$ cat src/rtl/diag_bank_pkg.sv
// shared constants and types of the fieldbus slave diagnostic bank
package diag_bank_pkg;
  localparam int CLK_HZ = 50_000_000;
  localparam int HB_TIMEOUT_MS = 800;
  localparam int HB_TIMEOUT_CYC = HB_TIMEOUT_MS * (CLK_HZ / 1000);
  localparam int REFRESH_US = 1000;
  localparam int REFRESH_CYC = REFRESH_US * (CLK_HZ / 1_000_000);
  // register indices; byte address on the bus is four times the index
  localparam logic [7:0] IDX_GC_FLAGS = 8'h94;
  localparam logic [7:0] IDX_GOOD_CNT = 8'h96;
  localparam logic [7:0] IDX_NET_CNT = 8'h97;
  localparam logic [7:0] IDX_TMO_CNT = 8'h98;
  localparam logic [7:0] IDX_CLR_CNT = 8'h9A;
  localparam logic [7:0] IDX_HB_CNT = 8'h9C;
  localparam logic [7:0] IDX_DIAG_LEN = 8'h9E;
  localparam logic [7:0] IDX_SLOT2 = 8'hA0;
  localparam logic [7:0] IDX_SLOT3 = 8'hA1;
  localparam logic [7:0] IDX_BUSADDR = 8'hA2;
  localparam logic [7:0] IDX_RECFG_CNT = 8'hA4;
  localparam logic [7:0] IDX_INIT_CNT = 8'hA5;
  localparam logic [7:0] IDX_FATAL = 8'hA6;
  localparam logic [7:0] IDX_PDO_TYPE = 8'hA8;
  localparam logic [7:0] IDX_RSVD_A9 = 8'hA9;
  localparam logic [7:0] IDX_SP_DESC = 8'hAA;
  localparam logic [7:0] IDX_ACT_DESC = 8'hAC;
  localparam logic [7:0] IDX_IRQ_STAT = 8'hD0;
  localparam logic [7:0] IDX_IRQ_MASK = 8'hD1;
  localparam logic [7:0] IDX_CTRL = 8'hD2;
  localparam logic [7:0] IDX_STATUS = 8'hD3;
  // dual-port RAM byte offsets read at run-up
  localparam logic [11:0] DP_SLOT2 = 12'h054;
  localparam logic [11:0] DP_SLOT3 = 12'h055;
  localparam logic [11:0] DP_BUSADDR = 12'h056;
  localparam logic [11:0] DP_SP_DESC = 12'h058;
  localparam logic [11:0] DP_ACT_DESC = 12'h05C;
  // interrupt status bit positions
  localparam int IRQ_GC = 0;
  localparam int IRQ_TMO = 1;
  localparam int IRQ_HB = 2;
  localparam int IRQ_FATAL = 3;
  localparam int IRQ_RECFG = 4;
  localparam int IRQ_RUNUP = 5;
  localparam int IRQ_W = 6;
  // control bits
  localparam int CTRL_RUNUP = 0;
  localparam int CTRL_SPDIAG = 1;
  localparam int CTRL_REFRESH = 2;
  localparam logic [2:0] CTRL_RST = 3'h4;
  // mirror fetch steps
  localparam logic [2:0] STEP_SLOT2 = 3'h0;
  localparam logic [2:0] STEP_SP = 3'h3;
  localparam logic [2:0] STEP_LAST = 3'h6;
  // one global-control telegram; bit 0 and bits 6..7 stay zero
  typedef struct packed {
    logic sync;
    logic unsync;
    logic freeze;
    logic unfreeze;
    logic clear_data;
  } gc_cmd_t;
  typedef struct packed {
    logic good_tlg;
    logic net_tlg;
    logic timeout;
    logic reconfig;
    logic init_run;
  } evt_t;
endpackage

$ cat src/rtl/heartbeat_watch.sv
// host heartbeat watchdog: flags a value that stays unchanged too long
`timescale 1ns/100ps
`default_nettype none
module heartbeat_watch
  import diag_bank_pkg::*;
#(
  parameter int TIMEOUT_CYC = HB_TIMEOUT_CYC
) (
  // clock and reset
  input wire logic mclk,
  input wire logic rst,
  // watched value and result
  input wire logic [7:0] hb_value,
  output logic hb_fail
);
  logic [31:0] cnt_q;
  logic [7:0] last_q;
  logic changed;
  logic expired;
  assign changed = (hb_value != last_q);
  assign expired = (cnt_q == 32'(TIMEOUT_CYC - 1));
  // restart after each failure so a stuck host counts once per period
  always_ff @(posedge mclk) begin
    if (rst) begin
      cnt_q <= 32'h0;
      last_q <= 8'h00;
      hb_fail <= 1'b0;
    end else begin
      last_q <= hb_value;
      hb_fail <= expired && !changed;
      cnt_q <= (changed || expired) ? 32'h0 : cnt_q + 32'h1;
    end
  end
endmodule
`default_nettype wire

$ cat src/rtl/diag_bank.sv
// diagnostic register bank of the fieldbus slave board
// Functional notes
// - global-control flags hold until the next global-control telegram replaces them.
// - flag bits: 1 clear data, 2 unfreeze, 3 freeze, 4 unsync, 5 sync.
// - count error-free standard telegrams in a byte counter.
// - count received net telegrams beside the good telegram counter.
// - count response-monitoring timeouts.
// - count each recognised clear data command.
// - host must change heartbeat; unchanged about 800 ms advances error counter.
// - report diagnostic byte count during selected special diagnosis.
// - copy slot identifier bytes from RAM 054H and 055H at run-up.
// - count host reconfiguration requests made while online.
// - count every run through the initialisation routine.
// - record the error code of a fatal stack manager error.
// - store process-data object type decoded from configuration.
// - mirror setpoint and actual descriptors at run-up, then refresh cyclically.
`timescale 1ns/100ps
`default_nettype none
module diag_bank
  import diag_bank_pkg::*;
#(
  parameter int HB_CYC = HB_TIMEOUT_CYC,
  parameter int REFR_CYC = REFRESH_CYC
) (
  // clock and reset
  input wire logic mclk,
  input wire logic rst,
  // avalon-mm slave, word addressed
  input wire logic [7:0] address,
  input wire logic read,
  input wire logic write,
  input wire logic [31:0] writedata,
  output logic [31:0] readdata,
  output logic waitrequest,
  // protocol side events
  input wire logic gc_valid,
  input wire gc_cmd_t gc_cmd,
  input wire evt_t evt,
  input wire logic online,
  input wire logic fatal_valid,
  input wire logic [7:0] fatal_code,
  input wire logic cfg_valid,
  input wire logic [7:0] pdo_type,
  input wire logic diag_len_valid,
  input wire logic [7:0] diag_len,
  input wire logic [7:0] hb_value,
  // dual-port ram read port, data one cycle after the strobe
  output logic dp_rd,
  output logic [11:0] dp_addr,
  input wire logic [7:0] dp_rdata,
  // interrupt
  output logic irq
);
  typedef enum logic [3:0] {
    ST_IDLE = 4'b0001,
    ST_REQ = 4'b0010,
    ST_DATA = 4'b0100,
    ST_WAIT = 4'b1000
  } fetch_st_t;

  function automatic logic [11:0] step_addr(input logic [2:0] s);
    case (s)
      3'h0: step_addr = DP_SLOT2;
      3'h1: step_addr = DP_SLOT3;
      3'h2: step_addr = DP_BUSADDR;
      3'h3: step_addr = DP_SP_DESC;
      3'h4: step_addr = DP_SP_DESC + 12'h1;
      3'h5: step_addr = DP_ACT_DESC;
      default: step_addr = DP_ACT_DESC + 12'h1;
    endcase
  endfunction

  logic [4:0] gc_q;
  logic [7:0] good_q, net_q, tmo_q, clr_q, hb_q, len_q, recfg_q, init_q;
  logic [7:0] fatal_q, pdo_q, slot2_q, slot3_q, busaddr_q;
  logic [15:0] sp_q, act_q;
  logic [IRQ_W-1:0] stat_q, mask_q;
  logic [2:0] ctrl_q;
  fetch_st_t st_q, st_d;
  logic [2:0] step_q, step_d;
  logic runup_q;
  logic runup_pend_q, runup_go, fetch_idle;
  logic [31:0] refr_q;
  logic hb_fail;
  logic wr_go, rd_go, runup_req, refr_tick, fetch_done;
  logic [31:0] rd_mux;
  logic [IRQ_W-1:0] ev_vec;

  heartbeat_watch #(.TIMEOUT_CYC(HB_CYC)) u_hb (
    .mclk(mclk),
    .rst(rst),
    .hb_value(hb_value),
    .hb_fail(hb_fail)
  );

  // a write is served in the cycle after waitrequest drops; read data is latched on the edge where it drops
  assign wr_go = write && !waitrequest;
  assign rd_go = read && waitrequest;

  // bus slave: one wait state per access
  always_ff @(posedge mclk) begin
    if (rst) begin
      waitrequest <= 1'b1;
      readdata <= 32'h0;
    end else begin
      waitrequest <= !((read || write) && waitrequest);
      if (rd_go) begin
        readdata <= rd_mux;
      end
    end
  end

  always_comb begin
    rd_mux = 32'h0;
    case (address)
      IDX_GC_FLAGS: rd_mux = {26'h0, gc_q, 1'b0};
      IDX_GOOD_CNT: rd_mux = {24'h0, good_q};
      IDX_NET_CNT: rd_mux = {24'h0, net_q};
      IDX_TMO_CNT: rd_mux = {24'h0, tmo_q};
      IDX_CLR_CNT: rd_mux = {24'h0, clr_q};
      IDX_HB_CNT: rd_mux = {24'h0, hb_q};
      IDX_DIAG_LEN: rd_mux = {24'h0, len_q};
      IDX_SLOT2: rd_mux = {24'h0, slot2_q};
      IDX_SLOT3: rd_mux = {24'h0, slot3_q};
      IDX_BUSADDR: rd_mux = {24'h0, busaddr_q};
      IDX_RECFG_CNT: rd_mux = {24'h0, recfg_q};
      IDX_INIT_CNT: rd_mux = {24'h0, init_q};
      IDX_FATAL: rd_mux = {24'h0, fatal_q};
      IDX_PDO_TYPE: rd_mux = {24'h0, pdo_q};
      IDX_SP_DESC: rd_mux = {16'h0, sp_q};
      IDX_ACT_DESC: rd_mux = {16'h0, act_q};
      IDX_IRQ_STAT: rd_mux = {26'h0, stat_q};
      IDX_IRQ_MASK: rd_mux = {26'h0, mask_q};
      IDX_CTRL: rd_mux = {29'h0, ctrl_q};
      IDX_STATUS: rd_mux = {27'h0, st_q, runup_q};
      default: rd_mux = 32'h0;
    endcase
  end

  // control and mask registers; run-up bit self-clears
  always_ff @(posedge mclk) begin
    if (rst) begin
      ctrl_q <= CTRL_RST;
      mask_q <= '0;
    end else begin
      ctrl_q[CTRL_RUNUP] <= 1'b0;
      if (wr_go && address == IDX_CTRL) begin
        ctrl_q <= writedata[2:0];
      end
      if (wr_go && address == IDX_IRQ_MASK) begin
        mask_q <= writedata[IRQ_W-1:0];
      end
    end
  end

  // flags replaced only by a new telegram
  // clear data lands on gc_q bit 0, read back as register bit 1
  always_ff @(posedge mclk) begin
    if (rst) begin
      gc_q <= 5'h0;
    end else if (gc_valid) begin
      gc_q <= gc_cmd;
    end
  end

  // all counters wrap by plain addition
  always_ff @(posedge mclk) begin
    if (rst) begin
      good_q <= 8'h00;
      net_q <= 8'h00;
      tmo_q <= 8'h00;
      clr_q <= 8'h00;
      hb_q <= 8'h00;
      recfg_q <= 8'h00;
      init_q <= 8'h00;
    end else begin
      if (evt.good_tlg) good_q <= good_q + 8'h01;
      if (evt.net_tlg) net_q <= net_q + 8'h01;
      if (evt.timeout) tmo_q <= tmo_q + 8'h01;
      if (gc_valid && gc_cmd.clear_data) clr_q <= clr_q + 8'h01;
      if (hb_fail) hb_q <= hb_q + 8'h01;
      if (evt.reconfig && online) recfg_q <= recfg_q + 8'h01;
      if (runup_req) init_q <= init_q + 8'h01;
    end
  end

  // captured values from the protocol side
  always_ff @(posedge mclk) begin
    if (rst) begin
      fatal_q <= 8'h00;
      pdo_q <= 8'h00;
      len_q <= 8'h00;
    end else begin
      if (fatal_valid) fatal_q <= fatal_code;
      if (cfg_valid) pdo_q <= pdo_type;
      // only while special diagnosis is selected
      if (diag_len_valid && ctrl_q[CTRL_SPDIAG]) len_q <= diag_len;
    end
  end

  // initialisation runs at reset release, on request or from software
  assign runup_req = runup_q || evt.init_run || ctrl_q[CTRL_RUNUP];
  assign fetch_done = (st_q == ST_DATA) && (step_q == STEP_LAST);
  assign refr_tick = (refr_q == 32'(REFR_CYC - 1));
  // run-up asked for mid-fetch waits, so no byte lands in the wrong mirror
  assign fetch_idle = (st_q == ST_IDLE) || (st_q == ST_WAIT);
  assign runup_go = runup_req || runup_pend_q;
  assign step_d = fetch_idle ? (runup_go ? STEP_SLOT2 : STEP_SP) :
                  (st_q == ST_DATA) ? step_q + 3'h1 : step_q;

  always_ff @(posedge mclk) begin
    if (rst) begin
      runup_q <= 1'b1;
      refr_q <= 32'h0;
    end else begin
      runup_q <= 1'b0;
      refr_q <= (refr_tick || st_q != ST_WAIT) ? 32'h0 : refr_q + 32'h1;
    end
  end

  // mirror fetch sequencer; run-up reads all steps, refresh only descriptors
  always_comb begin
    st_d = st_q;
    case (st_q)
      ST_IDLE: st_d = runup_go ? ST_REQ : ST_IDLE;
      ST_REQ: st_d = ST_DATA;
      ST_DATA: st_d = fetch_done ? ST_WAIT : ST_REQ;
      ST_WAIT: begin
        if (runup_go || (refr_tick && ctrl_q[CTRL_REFRESH])) begin
          st_d = ST_REQ;
        end
      end
      default: st_d = ST_IDLE;
    endcase
  end

  always_ff @(posedge mclk) begin
    if (rst) begin
      st_q <= ST_IDLE;
      step_q <= STEP_SLOT2;
      runup_pend_q <= 1'b0;
      dp_rd <= 1'b0;
      dp_addr <= 12'h0;
    end else begin
      st_q <= st_d;
      step_q <= step_d;
      dp_rd <= (st_d == ST_REQ);
      // address follows the step being requested, not the one just read
      dp_addr <= step_addr(step_d);
      runup_pend_q <= runup_go && !fetch_idle;
    end
  end

  // mirrors are written in the cycle the ram data is valid
  always_ff @(posedge mclk) begin
    if (rst) begin
      slot2_q <= 8'h00;
      slot3_q <= 8'h00;
      busaddr_q <= 8'h00;
      sp_q <= 16'h0;
      act_q <= 16'h0;
    end else if (st_q == ST_DATA) begin
      case (step_q)
        3'h0: slot2_q <= dp_rdata;
        3'h1: slot3_q <= dp_rdata;
        3'h2: busaddr_q <= dp_rdata;
        3'h3: sp_q[7:0] <= dp_rdata;
        3'h4: sp_q[15:8] <= dp_rdata;
        3'h5: act_q[7:0] <= dp_rdata;
        default: act_q[15:8] <= dp_rdata;
      endcase
    end
  end

  // sticky events; a new event wins over a same-cycle clear
  assign ev_vec = {fetch_done, evt.reconfig && online, fatal_valid, hb_fail,
                   evt.timeout, gc_valid};
  always_ff @(posedge mclk) begin
    if (rst) begin
      stat_q <= '0;
      irq <= 1'b0;
    end else begin
      if (wr_go && address == IDX_IRQ_STAT) begin
        stat_q <= (stat_q & ~writedata[IRQ_W-1:0]) | ev_vec;
      end else begin
        stat_q <= stat_q | ev_vec;
      end
      irq <= |(stat_q & mask_q);
    end
  end
endmodule
`default_nettype wire

$ cat config.mk
export PLATFORM = sky130hd
export DESIGN_NAME = diag_bank
export DESIGN_NICKNAME = d
export VERILOG_FILES = /design/src/rtl/diag_bank_pkg.sv /design/src/rtl/heartbeat_watch.sv /design/src/rtl/diag_bank.sv
export SDC_FILE = /design/constraint.sdc
export NUM_CORES = 1
export LEC_CHECK = 0
export ABC_CLOCK_PERIOD_IN_PS = 4100
export BUFFER_PORTS_ARGS = -buffer_cell sky130_fd_sc_hd__buf_2
export CAP_MARGIN = 20
export CORE_MARGIN = 1.5
export CORE_UTILIZATION = 60
export DETAILED_ROUTE_END_ITERATION = 7
export MAX_ROUTING_LAYER = met4
export PLACE_DENSITY = 0.93
export SLEW_MARGIN = 20
export SYNTH_ARGS = -nofsm -noshare
export SYNTH_HDL_FRONTEND = slang
export SYNTH_HIERARCHICAL = 1
export SYNTH_SLANG_ARGS = --single-unit
$ cat constraint.sdc
create_clock -name mclk -period 4.1 [get_ports mclk]
set_input_delay 1.23 -clock mclk [delete_from_list [all_inputs] [get_ports mclk]]
set_output_delay 1.23 -clock mclk [all_outputs]
set_load 0.02 [all_outputs]
==> impl_metrics.ini <==
[outcome]
status = complete, no violations

[clocking]
cts_buffers = 26
clk_pin_slew_worst_paths_ps = 60
cts_root_buf = clkbuf_16
clock_path_buffers = 3
cts_num_sinks = 262
ctsResizeCount = 0
cts_setup_buffers = 0
cts_tree = yes
ctsHoldBuffers = 0
htree_levels = 1
worstSkewPairLatency_ps = 540

[timing]
setup_slack_ps = 1178
finalSetupTns_ps = 0
setup_viol_count_final = 0
finClkSkew_ps = 16.12
max_freq_mhz = 342.2
slew_viol_final = 0
min_period_ps = 2922
slew_headroom_pct = 32.63
worstMarginPinSlew_ps = 1006
fin_hold_ws_ps = 454.1
period_share_pct = 71.28
finalHoldViolations = 0
rsz0062_at_grt = no

[floorplanning]
die_w_um = 146.1
num_rows = 52
core-area_mm2 = 0.02017
num_io_pins = 146
dieHeight_um = 146.1
start_util_pct = 60.96
dieArea_mm2 = 0.02136

[global_routing]
grt_first_pass_wirelength_mm = 54.08
grt-ovfl-total = 0
grt_max_degree = 159
grt_util_all_layers_pct = 31.92
antenna_found_initial = 1
grt_pass1_vias = 10534

[hold_path]
holdCritPathClass = flop to flop

[synth]
post-synth-top-count-cell = dfxtp_1
synth_top_area_cell = dfxtp_1
synth_top_family_by_area = simple AND/OR/NAND/NOR gates
synthFlopType = dfxtp_1
synth_commonest_cells = 262 x dfxtp_1, 170 x nor2_1, 144 x nand2_1, 94 x nand3_1, 81 x a21oi_1
syn_area_per_cell_um2 = 8.682
yosysSeqAreaShare_pct = 42.66
yosys.area_share.simple_pct = 24.62
synth_edf_count = 0
synth.area.top_cells = dfxtp_1 43%, mux2i_1 5.4%, nor2_1 5.2%
synthDistinctLibCells = 75
yosysWarnings = 6
yosys.area.top_type_share_pct = 42.66
synthMuxAreaShare_pct = 6.656
synth_area_mm2 = 0.01229
synth_xor_xnor_area_share_pct = 6.554
async_flop_share_pct = 0
synth_compound_area_share_pct = 13.10
synthAdderAreaFrac_pct = 1.425
ys_seq_elements = 262
synth_cells = 1416

[cells_and_area]
layout-drive-gt1-share_pct = 13.03
syn2layout_area_growth_pct = 12.50
layout.cells.non_filler = 1767
final_nets = 1589

[power]
peakVddDrop_uv = 387.0
p_leak_uw = 0.005121
p_int_uw = 4501
combinationalPowerShare_pct = 6.9
sw_frac_of_total_pct = 22.98
clockPowerShare_pct = 47.5
power.share.sequential_pct = 45.5
power_uw = 5844
p_sw_uw = 1343
p_per_area_mw_per_mm2 = 422.5

[critical_path]
worst-endpoint-required_ps = 4580
critical_path_arrival_ps = 3410
cp_max_fo = 24
crit_path_start_kind = primary input
worstSetupPathType = primary input to flop
crit_path_end_kind = flop

[detailed_routing]
dr_total_vias = 11135
vias_per_cell = 6.302
drt_iter0_drc = 1237
dr.pass1.iters = 5
wire_per_inst_um = 19.24
drc = 0
wl_mm = 34.00
ant_nets = 0

[placed_design]
portBuffers = 97
dp_slack_ps = 738.8
place_congestion = 1.013
dp.cells = 1717
dpl.hpwl_mm = 22.87

[run]
max-cap-violations = 0
## registers in the layout (all words and copies together) (netlist names), 16 cells and up
signal,count
refr_q,32
readdata,16
act_q,16
u_hb/cnt_q,32
sp_q,16
## worst max-delay path: stages
cell and delay, ps:
buf_2 280, nor2_1 510, nand2_1 330, nor2_1 600
a22o_1 260, a22oi_1 70, nor2_1 110
## layer usage
metal | track usage, % | part of all wire, % | up-vias
li1 | - | - | 5147
met1 | 39.41 | 39 | 5208
met2 | 52.39 | 47 | 635
met3 | 5.531 | 9.7 | 145
met4 | 11.87 | 4.4 | 0
met5 | - | 0 | -
## through the flow
stage,util (%),instance area [um2]
after global placement,63.49,12800
after detailed placement,63.49,12800
after global routing,68.57,13830
after CTS,68.51,13820
final,68.57,13830
after floorplan,-,12370
## layout by cell type, fill, tap and decap left out, types with 10 or more instances in the layout
master and count:
a21oi_1 81, o31ai_1 14, a22o_1 14, nand4_1 31, buf_2 96, ha_1 14
conb_1 22, nor2_1 170, a22oi_1 33, buf_4 15, nor2b_1 15, dfxtp_1 262
and3_1 23, a32oi_1 12, xor2_1 54, nor3_1 25, nand3_1 94, o21ai_0 33
nand2_1 144, xnor2_1 38, clkbuf_16 26, nor4_1 10, or4_1 20, mux2i_1 66
a211oi_1 15, or3_1 18, inv_1 21
## cell type report
class,instances,area (um2)
clock buffer,34,730.7
timing repair buffer,114,635.6
clock inverter,14,281.5
tap,270,337.8
antenna,1,2.502
sequential,262,5245
fill,1477,6339
multi-input combinational,1051,6519
inverter,21,78.83
## power by group through the flow
| stage | registers, uW | logic [uW] | clock network (uW) |
|---|---|---|---|
| floorplan | 2700 | 281 | 0 |
| global placement | 2710 | 373 | 0 |
| detailed placement | 2710 | 386 | 0 |
| CTS | 2660 | 397 | 2790 |
| global route | 2660 | 432 | 2900 |
| finish | 2660 | 404 | 2780 |
## kinds of logic (layout without fill, tap and decap cells)
logic type                 after synthesis  count (layout)
xor gates and xnor gates                92              92
DFF                                    262             262
buffers and inverters                  124             183
AOI/OAI and AO/OA                      243             243
adders and majority gates               14              14
other                                    1              23
muxes                                   77              77
and+or+nand+nor                        603             603
## path summary, 6_finish.rpt
check                                            endpoint  slack (ps)                       from  depth (start not counted)
worst max register to register  u_hb/cnt_q[13]$_SDFF_PP0_        1380   u_hb/cnt_q[0]$_SDFF_PP0_                          6
worst max-delay path             readdata[8]$_SDFFE_PP0P_        1180                 address[1]                          7
worst min register to register  readdata[15]$_SDFFE_PP0P_         450  readdata[15]$_SDFFE_PP0P_                          2
worst min-delay path            readdata[15]$_SDFFE_PP0P_         450  readdata[15]$_SDFFE_PP0P_                          2
No activity file was read; power rests on OpenSTA's default activity.
